### src/verilog/eeprom_loader_map.vh
// Register offsets, field positions, codes and limits of the burst loader
`ifndef EEPROM_LOADER_MAP_VH
`define EEPROM_LOADER_MAP_VH

// Register byte addresses
`define OFS_EEPROM_COMMAND 12'h01B4
`define OFS_EEPROM_DATA    12'h01B8

// Command register fields
`define CMD_BUSY_BIT       31
`define CMD_OP_HI          30
`define CMD_OP_LO          28
`define CMD_OVERFLOW_BIT   17
`define CMD_TIMEOUT_BIT    16
`define CMD_ADDR_HI        15
`define CMD_ADDR_LO        0

// Operation codes
`define OP_READ            3'h0
`define OP_WRITE           3'h3
`define OP_RELOAD          3'h7

// Content layout
`define VALID_FLAG         8'hA5
`define LAST_STRAP_BYTE    16'h0010
`define FIRST_BYTE         16'h0000

// Address limits per size strap, largest of each range
`define LIMIT_SMALL        16'h07FF
`define LIMIT_LARGE        16'hFFFF

// Reset values
`define RESET_COMMAND      32'h0000_0000
`define RESET_DATA         32'h0000_0000

`endif

### src/verilog/eeprom_register_burst_loader.v
// Register-burst loader and command/data registers of the serial EEPROM controller
`include "eeprom_loader_map.vh"
`default_nettype none

module eeprom_register_burst_loader (
  input  wire        sys_clk,
  input  wire        rst,
  // APB slave
  input  wire        psel,
  input  wire        penable,
  input  wire        pwrite,
  input  wire [11:0] paddr,
  input  wire [31:0] pwdata,
  output reg  [31:0] prdata,
  output wire        pready,
  output wire        pslverr,
  // Byte engine towards the EEPROM
  output reg         eeprom_req,
  output reg         eeprom_we,
  output reg  [15:0] eeprom_addr,
  output reg  [7:0]  eeprom_wdata,
  input  wire        eeprom_done,
  input  wire [7:0]  eeprom_rdata,
  input  wire        eeprom_timeout,
  // Direct register write port
  output reg         cfg_wr_valid,
  output reg  [9:0]  cfg_wr_addr,
  output reg  [31:0] cfg_wr_data,
  input  wire        switch_a,
  input  wire        phy_mgmt_busy,
  // Strap pin and status
  input  wire        eeprom_size_strap,
  output wire        device_ready
);

  // Controller states
  localparam [1:0] ST_IDLE  = 2'd0;
  localparam [1:0] ST_REQ   = 2'd1;
  localparam [1:0] ST_WRITE = 2'd2;
  localparam [1:0] ST_DONE  = 2'd3;

  // Content phases
  localparam [2:0] PH_VALID = 3'd0;
  localparam [2:0] PH_SKIP  = 3'd1;
  localparam [2:0] PH_FLAG  = 3'd2;
  localparam [2:0] PH_COUNT = 3'd3;
  localparam [2:0] PH_HDRA  = 3'd4;
  localparam [2:0] PH_HDRC  = 3'd5;
  localparam [2:0] PH_DATA  = 3'd6;
  localparam [2:0] PH_HOST  = 3'd7;

  reg [1:0]  state;
  reg [2:0]  phase;
  reg        controller_busy;
  reg        loading;
  reg        load_pending;
  reg [2:0]  operation_select;
  reg [15:0] cmd_addr;
  reg        controller_timeout;
  reg        loader_overflow;
  reg [31:0] eeprom_data;
  reg [15:0] ptr;
  reg [15:0] limit;
  reg [7:0]  burst_total;
  reg [7:0]  word_left;
  reg [7:0]  dword_addr;
  reg [1:0]  byte_idx;
  reg [31:0] word;
  reg        strap_meta;
  reg        strap_sync;

  // Largest address of the range a strap setting selects
  function [15:0] limit_of;
    input strap;
    begin
      limit_of = strap ? `LIMIT_LARGE : `LIMIT_SMALL;
    end
  endfunction

  wire [31:0] command_view;
  wire        mapped;
  wire        wr_access;
  wire        wr_cmd;
  wire        wr_data;

  // Command register as software sees it
  assign command_view = {controller_busy, operation_select, 10'h000,
                         loader_overflow, controller_timeout, cmd_addr};

  // APB decode; zero wait states, error on unmapped words
  assign mapped    = (paddr == `OFS_EEPROM_COMMAND) || (paddr == `OFS_EEPROM_DATA);
  assign pready    = 1'b1;
  assign pslverr   = psel & penable & ~mapped;
  assign wr_access = psel & penable & pwrite;
  assign wr_cmd    = wr_access & (paddr == `OFS_EEPROM_COMMAND);
  assign wr_data   = wr_access & (paddr == `OFS_EEPROM_DATA);

  // Ready is low for as long as the loader owns the device
  assign device_ready = ~loading;

  // Read data latched in the setup phase so it comes from a flip-flop
  always @(posedge sys_clk) begin
    if (rst) begin
      prdata <= 32'h0000_0000;
    end else if (psel && !penable && !pwrite) begin
      if (paddr == `OFS_EEPROM_COMMAND)
        prdata <= command_view;
      else if (paddr == `OFS_EEPROM_DATA)
        prdata <= eeprom_data;
      else
        prdata <= 32'h0000_0000;
    end
  end

  // The strap pin is asynchronous; only the second stage is read.
  // It keeps sampling through reset so the first load sees the pin.
  always @(posedge sys_clk) begin
    strap_meta <= eeprom_size_strap;
    strap_sync <= strap_meta;
  end

  // Main sequencer: host commands, content walk and register writes
  always @(posedge sys_clk) begin
    if (rst) begin
      state              <= ST_IDLE;
      phase              <= PH_VALID;
      controller_busy    <= 1'b0;
      loading            <= 1'b0;
      load_pending       <= 1'b1;
      operation_select   <= 3'h0;
      cmd_addr           <= 16'h0000;
      controller_timeout <= 1'b0;
      loader_overflow    <= 1'b0;
      eeprom_data        <= `RESET_DATA;
      ptr                <= 16'h0000;
      limit              <= `LIMIT_SMALL;
      burst_total        <= 8'h00;
      word_left          <= 8'h00;
      dword_addr         <= 8'h00;
      byte_idx           <= 2'd0;
      word               <= 32'h0000_0000;
      eeprom_req         <= 1'b0;
      eeprom_we          <= 1'b0;
      eeprom_addr        <= 16'h0000;
      eeprom_wdata       <= 8'h00;
      cfg_wr_valid       <= 1'b0;
      cfg_wr_addr        <= 10'h000;
      cfg_wr_data        <= 32'h0000_0000;
    end else begin
      cfg_wr_valid <= 1'b0;
      // Software clears the timeout flag by writing one; a new timeout wins
      if (wr_cmd && pwdata[`CMD_TIMEOUT_BIT])
        controller_timeout <= 1'b0;
      if (wr_cmd && pwdata[`CMD_OVERFLOW_BIT])
        loader_overflow <= 1'b0;
      case (state)
        ST_IDLE: begin
          if (load_pending) begin
            // Busy rises on the first edge after reset or reload
            load_pending    <= 1'b0;
            controller_busy <= 1'b1;
            loading         <= 1'b1;
            limit           <= limit_of(strap_sync);
            ptr             <= `FIRST_BYTE;
            phase           <= PH_VALID;
            eeprom_we       <= 1'b0;
            state           <= ST_REQ;
          end else begin
            // Data, operation and address fields take host writes only while idle; their writes during busy are dropped
            if (wr_data)
              eeprom_data <= pwdata;
            if (wr_cmd) begin
              operation_select <= pwdata[`CMD_OP_HI:`CMD_OP_LO];
              cmd_addr         <= pwdata[`CMD_ADDR_HI:`CMD_ADDR_LO];
            end
            if (wr_cmd && pwdata[`CMD_BUSY_BIT]) begin
              case (pwdata[`CMD_OP_HI:`CMD_OP_LO])
                `OP_READ, `OP_WRITE: begin
                  controller_busy <= 1'b1;
                  ptr             <= pwdata[`CMD_ADDR_HI:`CMD_ADDR_LO];
                  limit           <= limit_of(strap_sync);
                  eeprom_we       <= pwdata[`CMD_OP_LO];
                  eeprom_wdata    <= eeprom_data[7:0];
                  phase           <= PH_HOST;
                  state           <= ST_REQ;
                end
                `OP_RELOAD: begin
                  load_pending <= 1'b1;
                end
                default: begin
                  // Reserved codes complete at once
                  controller_busy <= 1'b0;
                end
              endcase
            end
          end
        end
        ST_REQ: begin
          if (!eeprom_req) begin
            if (ptr > limit) begin
              // Out of EEPROM space: stop and flag it
              loader_overflow <= 1'b1;
              controller_busy <= 1'b0;
              loading         <= 1'b0;
              state           <= ST_IDLE;
            end else begin
              eeprom_addr <= ptr;
              eeprom_req  <= 1'b1;
            end
          end else if (eeprom_timeout) begin
            // No device answered; busy drops only with the timeout flag
            eeprom_req         <= 1'b0;
            controller_timeout <= 1'b1;
            controller_busy    <= 1'b0;
            loading            <= 1'b0;
            state              <= ST_IDLE;
          end else if (eeprom_done) begin
            eeprom_req <= 1'b0;
            ptr        <= ptr + 16'h0001;
            case (phase)
              PH_VALID: begin
                if (eeprom_rdata == `VALID_FLAG) begin
                  phase <= PH_SKIP;
                end else begin
                  // Blank part: strap values stay as they are
                  controller_busy <= 1'b0;
                  loading         <= 1'b0;
                  state           <= ST_IDLE;
                end
              end
              PH_SKIP: begin
                // MAC and strap bytes belong to other loaders
                if (ptr == `LAST_STRAP_BYTE)
                  phase <= PH_FLAG;
              end
              PH_FLAG: begin
                if (eeprom_rdata == `VALID_FLAG) begin
                  phase <= PH_COUNT;
                end else begin
                  controller_busy <= 1'b0;
                  loading         <= 1'b0;
                  state           <= ST_IDLE;
                end
              end
              PH_COUNT: begin
                burst_total <= eeprom_rdata;
                if (eeprom_rdata == 8'h00) begin
                  controller_busy <= 1'b0;
                  loading         <= 1'b0;
                  state           <= ST_IDLE;
                end else begin
                  phase <= PH_HDRA;
                end
              end
              PH_HDRA: begin
                dword_addr <= eeprom_rdata;
                phase      <= PH_HDRC;
              end
              PH_HDRC: begin
                word_left <= eeprom_rdata;
                byte_idx  <= 2'd0;
                if (eeprom_rdata != 8'h00) begin
                  phase <= PH_DATA;
                end else if (burst_total == 8'h01) begin
                  controller_busy <= 1'b0;
                  loading         <= 1'b0;
                  state           <= ST_IDLE;
                end else begin
                  burst_total <= burst_total - 8'h01;
                  phase       <= PH_HDRA;
                end
              end
              PH_DATA: begin
                // First byte lands in the top lane
                word     <= {word[23:0], eeprom_rdata};
                byte_idx <= byte_idx + 2'd1;
                if (byte_idx == 2'd3)
                  state <= ST_WRITE;
              end
              default: begin
                // Host access ends here; busy low marks valid read data
                if (!eeprom_we)
                  eeprom_data <= {24'h00_0000, eeprom_rdata};
                controller_busy <= 1'b0;
                state           <= ST_IDLE;
              end
            endcase
          end
        end
        ST_WRITE: begin
          // Holding off avoids clobbering a switch or PHY access in flight
          if (!switch_a && !phy_mgmt_busy) begin
            cfg_wr_valid <= 1'b1;
            cfg_wr_addr  <= {dword_addr, 2'b00};
            cfg_wr_data  <= word;
            dword_addr   <= dword_addr + 8'h01;
            word_left    <= word_left - 8'h01;
            byte_idx     <= 2'd0;
            state        <= ST_REQ;
            if (word_left != 8'h01) begin
              phase <= PH_DATA;
            end else if (burst_total == 8'h01) begin
              state <= ST_DONE;
            end else begin
              burst_total <= burst_total - 8'h01;
              phase       <= PH_HDRA;
            end
          end
        end
        ST_DONE: begin
          // Ready rises only after the last write pulse has gone out
          controller_busy <= 1'b0;
          loading         <= 1'b0;
          state           <= ST_IDLE;
        end
        default: begin
          state <= ST_IDLE;
        end
      endcase
    end
  end

endmodule // eeprom_register_burst_loader

`default_nettype wire

### config.mk
export PLATFORM = sky130hd
export DESIGN_NAME = eeprom_register_burst_loader
export DESIGN_NICKNAME = d
export VERILOG_FILES = /design/src/verilog/eeprom_register_burst_loader.v
export VERILOG_INCLUDE_DIRS = /design/src /design/src/verilog
export SDC_FILE = /design/constraint.sdc
export NUM_CORES = 1
export LEC_CHECK = 0
export ABC_AREA = 1
export BUFFER_PORTS_ARGS = -buffer_cell sky130_fd_sc_hd__buf_2
export CAP_MARGIN = 15
export CORE_AREA = 2 2 116 174
export DETAILED_ROUTE_END_ITERATION = 12
export DIE_AREA = 0 0 118 176
export PLACE_DENSITY = 0.79
export SYNTH_ARGS = -nofsm -noshare
export SYNTH_HDL_FRONTEND = slang
export SYNTH_SLANG_ARGS = --single-unit
### constraint.sdc
create_clock -name sys_clk -period 2.2 [get_ports sys_clk]
set_input_delay 0.33 -clock sys_clk [delete_from_list [all_inputs] [get_ports sys_clk]]
set_output_delay 0.33 -clock sys_clk [all_outputs]
set_load 0.02 [all_outputs]
# Yosys cells after proc, flatten, opt, wreduce, memory -nomap -nowiden
# Index checks and enable logic that the tools add are counted.
dict set report totals {
  output_inout_bits 104
  n_memories 0
  rom_bits 0
  word_cells 259
  input_bits 62
  ram_bits 0
  regBits 252
  latchBits 0
}
dict set report classes {
  add_sub_neg 5
  magnitude_cmp 1
  shifts 0
  n_mux 119
  n_eq_ne 51
  bitwise 12
  n_reduce_logical 44
  mul 0
  div 0
}
# operator n
set ops {}
lappend ops {{2-to-1 mux 32 bit} 9}
lappend ops {{2-to-1 mux 16 bit} 10}
lappend ops {{2-to-1 mux 8 bit} 17}
lappend ops {{case mux 32 bit (2 select lines)} 1}
lappend ops {{case mux 8 bit (2 select lines)} 4}
lappend ops {{2-to-1 mux 3 bit} 14}
lappend ops {{2-to-1 mux 2 bit} 19}
lappend ops {{2-to-1 mux 1 bit} 33}
lappend ops {{case mux 16 bit (2 select lines)} 1}
lappend ops {{!= test 3 bit, second input constant} 10}
lappend ops {{!= test 5 bit, second input constant} 5}
lappend ops {{== test 12 x 9 -> 1 bit, second input constant} 2}
lappend ops {{!= test 2 bit, second input constant} 12}
lappend ops {{AND reduction 6 bit} 4}
lappend ops {{case mux 3 bit (6 select lines)} 1}
lappend ops {{adder 16 x 1 -> 16 bit, second input constant} 1}
lappend ops {{== test 16 x 5 -> 1 bit, second input constant} 1}
lappend ops {{greater-than comparator 16 bit} 1}
lappend ops {{AND reduction 8 bit} 2}
lappend ops {{subtractor 8 x 1 -> 8 bit, second input constant} 2}
lappend ops {{== test 3 bit, second input constant} 4}
lappend ops {{!= test 4 bit, second input constant} 3}
lappend ops {{AND reduction 12 bit} 1}
lappend ops {{AND reduction 11 bit} 1}
lappend ops {{39 further kinds} 74}

# Longest topological paths before layout
dict set report depth {
  ltp_word 8
  mapped_depth 15
  mapped_depth_nobuf 14
}

# Least setup slack after synthesis
# Ideal clock, no wire load.
dict set report synth_timing {
  path_type {reg2reg}
  startpoint {register state[1]}
  endpoint {register word_left[2]}
  path_slack_ps 445
  period_less_slack_ps 1755
  path_stages_with_launch 15
  arrival_ps 1623
  setup_time_ps 132
  path_cell_list {dfxtp_1 -> inv_1 -> ha_1 -> buf_2 -> inv_4 -> nor2_2 -> inv_1 -> nand2_1 -> nor2_1 -> nand2_2 -> a21oi_2 -> buf_4 -> o21ai_0 -> nand2_1 -> a21oi_1}
}
dict set report synth_via {
  elab_chain_cells 3
  word_cells_on_any_way 10
  classes_between {7 x eq/ne; 1 x mux; 2 x reduce/logical}
}
# item line_no
set synth_rtl {}
lappend synth_rtl {{start: declaration} eeprom_register_burst_loader.v:52} ;# reg [1:0] state;
lappend synth_rtl {{start signal: assignment} eeprom_register_burst_loader.v:125} ;# state <= ST_IDLE;
lappend synth_rtl {{start signal: assignment} eeprom_register_burst_loader.v:167} ;# state <= ST_REQ;
lappend synth_rtl {{start signal: assignment} eeprom_register_burst_loader.v:185} ;# state <= ST_REQ;
lappend synth_rtl {{== test 2 x 1 -> 1 bit or == test 2 bit (tied branches)} eeprom_register_burst_loader.v:156} ;# case (state)
lappend synth_rtl {{!= test 2 bit (no line) or nonzero test 2 bit (tied branches)} n/a}
lappend synth_rtl {{AND reduction 6 bit (no line)} n/a}
lappend synth_rtl {{end signal: assignment} eeprom_register_burst_loader.v:260} ;# word_left <= eeprom_rdata;
lappend synth_rtl {{end signal: assignment} eeprom_register_burst_loader.v:297} ;# word_left <= word_left - 8'h01;
lappend synth_rtl {{end: declaration} eeprom_register_burst_loader.v:65} ;# reg [7:0] word_left;
# Several ways; a longest one is shown, not always the timed one.
# A chain may end at the register's enable or synchronous reset.

# Worst setup path in the final report
dict set report layout_timing {
  startpoint {register state[1]}
  endpoint {register eeprom_data[4]}
}
dict set report layout_via {
  elab_chain_cells 3
  word_cells_on_any_way 12
  classes_between {8 x eq/ne; 1 x mux; 3 x reduce/logical}
}
# item line_no
set layout_rtl {}
lappend layout_rtl {{== test 2 x 1 -> 1 bit or zero test 2 bit (tied branches)} eeprom_register_burst_loader.v:156}
lappend layout_rtl {{!= test 2 bit (no line) or nonzero test 2 bit (tied branches)} n/a}
lappend layout_rtl {{AND reduction 8 bit (no line)} n/a}
lappend layout_rtl {{end signal: assignment} eeprom_register_burst_loader.v:134} ;# eeprom_data <= `RESET_DATA;
lappend layout_rtl {{end signal: assignment} eeprom_register_burst_loader.v:171} ;# eeprom_data <= pwdata;
lappend layout_rtl {{end signal: assignment} eeprom_register_burst_loader.v:283} ;# eeprom_data <= {24'h00_0000, eeprom_rdata};
lappend layout_rtl {{end: declaration} eeprom_register_burst_loader.v:61} ;# reg [31:0] eeprom_data;
# Several ways; a longest one is shown, not always the timed one.

==> reports/metrics.yaml <==
critical_path:
  critical_path.startpoint: "state[1]$_SDFFE_PP0P_"
  cp-end-kind: "flip-flop"
  cp.arrival_ns: 2.44
  critical_path.max_fanout: 15
  worstSetupPathType: "flip-flop to flip-flop"
  rr_startpoint: "state[1]$_SDFFE_PP0P_"
  start_kind: "flip-flop"
  crit_required_ns: 2.59
worst_hold_path:
  hp-start: "pwdata[26]"
  holdCritPathClass: "input pin to flip-flop"
grt:
  grt_pass1_wl_um: 48300
  overflow: 0
  grt_start_max_net_pins: 70
  grt_pass1_vias: 9909
  gr-usage-all-layers_pct: 28.0
  antenna_found_initial: 0
final_layout:
  layout_commonest_cell: "nand2_1"
  nets: 1755
  antenna_cells: 0
  area_growth_syn_to_layout_pct: 17.2
  fillerInstances: 1737
  fin_util_pct: 66.2
  drive_gt1_share_pct: 16.7
  mostFrequentLayoutCells: "nand2_1, nor2_1, dfxtp_1, o21ai_0, buf_2"
floorplanning:
  io_pins: 166
  die_w_um: 118
  coreArea_sq_mm: 0.0192
  dieHeight_um: 176
  rows: 62
  initial_core_util_pct: 56.5
  die-area_sq_mm: 0.0208
synthesis:
  yosys-top-cells-area: "dfxtp_1, nand2_1, nor2_1"
  synth_warnings: 0
  synthCells: 1534
  synth_seq_cells: 237
  synth.distinct_cells: 44
  netlist.area_leader.share_pct: 43.9
  synth_area_leader_cell: "dfxtp_1"
  synth-seq-area-share_pct: 43.9
  syn_area_sq_mm: 0.0108
  syn_area_per_cell_sq_um: 7.05
timing:
  slew_headroom_pct: 51.9
  fin_crit_ns: 2.05
  setup_violations: 0
  fmax_mhz: 488
  hold_viol: 0
  rsz0062_at_grt: "true"
  worstMarginPinSlew_ns: 0.721
  slew_violations: 0
  period_share_pct: 93.2
  fin_skew_ns: 0.00603
  fin_tns_setup_ns: 0
routing:
  vias: 10479
  dr.pass1.iters: 5
  drtIter0Drc: 706
  wirelength_um: 29600
  ant_nets: 0
  via_per_inst: 5.38
  avgRoutedWirePerCell_um: 15.2
  drc: 0
place:
  globalplace.congestion: 0.933
  port_buffers: 162
  dp_hpwl_um: 21500
cts:
  clock_sinks: 237
  root_buffer: "clkbuf_16"
  htree_num_levels: 1
  clock_latency_ns: 0.52
  cts_tree: "yes"
  cts_max_path_buffers: 3
  cts_made_buffers: 23
  clk_pin_slew_ns: 0.06
run_status:
  outcome: "finished, final reports clean"
run:
  maxCapViolations: 0
power:
  peakVddDrop_mv: 0.787
  power_density_mw_per_mm2: 1210
  power_leakage_uw: 0.00597
registers in the layout (all words and copies together), names as in the netlist, 3 cells and up:
signal            count
eeprom_addr          16
ptr                  16
dword_addr            8
eeprom_wdata          8
cmd_addr             16
cfg_wr_addr           8
burst_total           8
eeprom_data          32
word                 32
operation_select      3
prdata               32
cfg_wr_data          32
phase                 3
word_left             8
repair_timing:
action | 4_1_cts | 5_1_grt
gates resized for setup | 0 | 9
endpoints found under the setup margin | 0 | 28
setup buffers | 0 | 2
hold endpoints to repair | 1 | 0
hold buffers | 1 | 0
per-stage QoR:
stage	setup slack (ns)	hold WS [ns]	cells	total power, uW	cell area [sq um]
2_1_floorplan	0.445	0.310	1535	9720	10800
6_report	0.150	0.0555	1948	15300	12700
5_1_grt	-0.0371	0.0539	1948	16300	12700
3_3_place_gp	0.167	0.313	1904	11100	11800
4_1_cts	0.0896	0.0460	1946	15200	12600
3_5_place_dp	0.113	0.319	1904	11300	11800
report_power, final:
group / leakage, uW / internal (uW) / switching (uW)
registers: 0.00193 / 5130 / 629
logic: 0.00369 / 2010 / 3660
clock network: 0.000356 / 2190 / 1720
total: 0.00597 / 9330 / 6010
layer usage:
layer  global-route usage (%)  routed length [um]  vias to the layer above  share of wire (%)
li1                         -                   -                     5241                  -
met1                     31.9               11600                     4801                 39
met2                     51.7               15100                      357                 51
met3                     3.94                1670                       80                5.6
met4                     12.8                1290                        0                4.4
met5                        0                   0                        -                  0
path summary, 6_finish.rpt:
path,slack [ns],endpoint,cells past startpoint
worst min register to register,0.33,strap_sync$_DFF_P_,0
worst max-delay path,0.15,eeprom_data[4]$_SDFFE_PP0P_,8
worst max register to register,0.15,eeprom_data[4]$_SDFFE_PP0P_,8
worst min-delay path,0.06,eeprom_data[26]$_SDFFE_PP0P_,3
critical path: stages (launching register included):
cell and delay, ns:
dfxtp_1 0.36, inv_1 0.08, ha_1 0.22, buf_4 0.21, o21ai_1 0.09, o21a_1 0.24
nand3_2 0.28, inv_1 0.33, a21oi_1 0.11
area by class of cell:
type	instances	area, sq um	area share [%]
multi-input cells	1076	5150	40.7
flip-flops and latches	237	4740	37.4
repair buffers	201	1190	9.37
clock buffers	29	638	5.03
inverters	137	523	4.12
well taps	256	320	2.53
clock inverters	12	111	0.878
synth_stat cells (all sizes together):
cell and n:
nand2 291, nor2 275, dfxtp 237, o21ai 185, a21oi 141, inv 136, nand3 73, clkbuf 47
buf 38, o211ai 22, ha 17, nor3 14, a31oi 10, xor2 10, o21a 7, nand4 6
o22ai 6, mux2i 3, or2 3, xnor2 3, a211oi 2, conb 2, a21boi 1, a22oi 1
clkinv 1, nor4 1, o21bai 1, o31ai 1
kinds of logic (layout without fill, tap and decap cells):
kind of cell	after synthesis	after routing	share of synthesized area, %
AO/OA/AOI/OAI	377	377	18.7
XOR/XNOR	13	13	1.05
adder cells (fa/ha/maj)	17	17	1.97
buffers and inverters	222	379	8.84
flip-flops	237	237	43.9
multiplexers	3	3	0.278
other	2	3	0.0694
AND/OR/NAND/NOR	663	663	25.3
(Power assumes the default switching activity.)
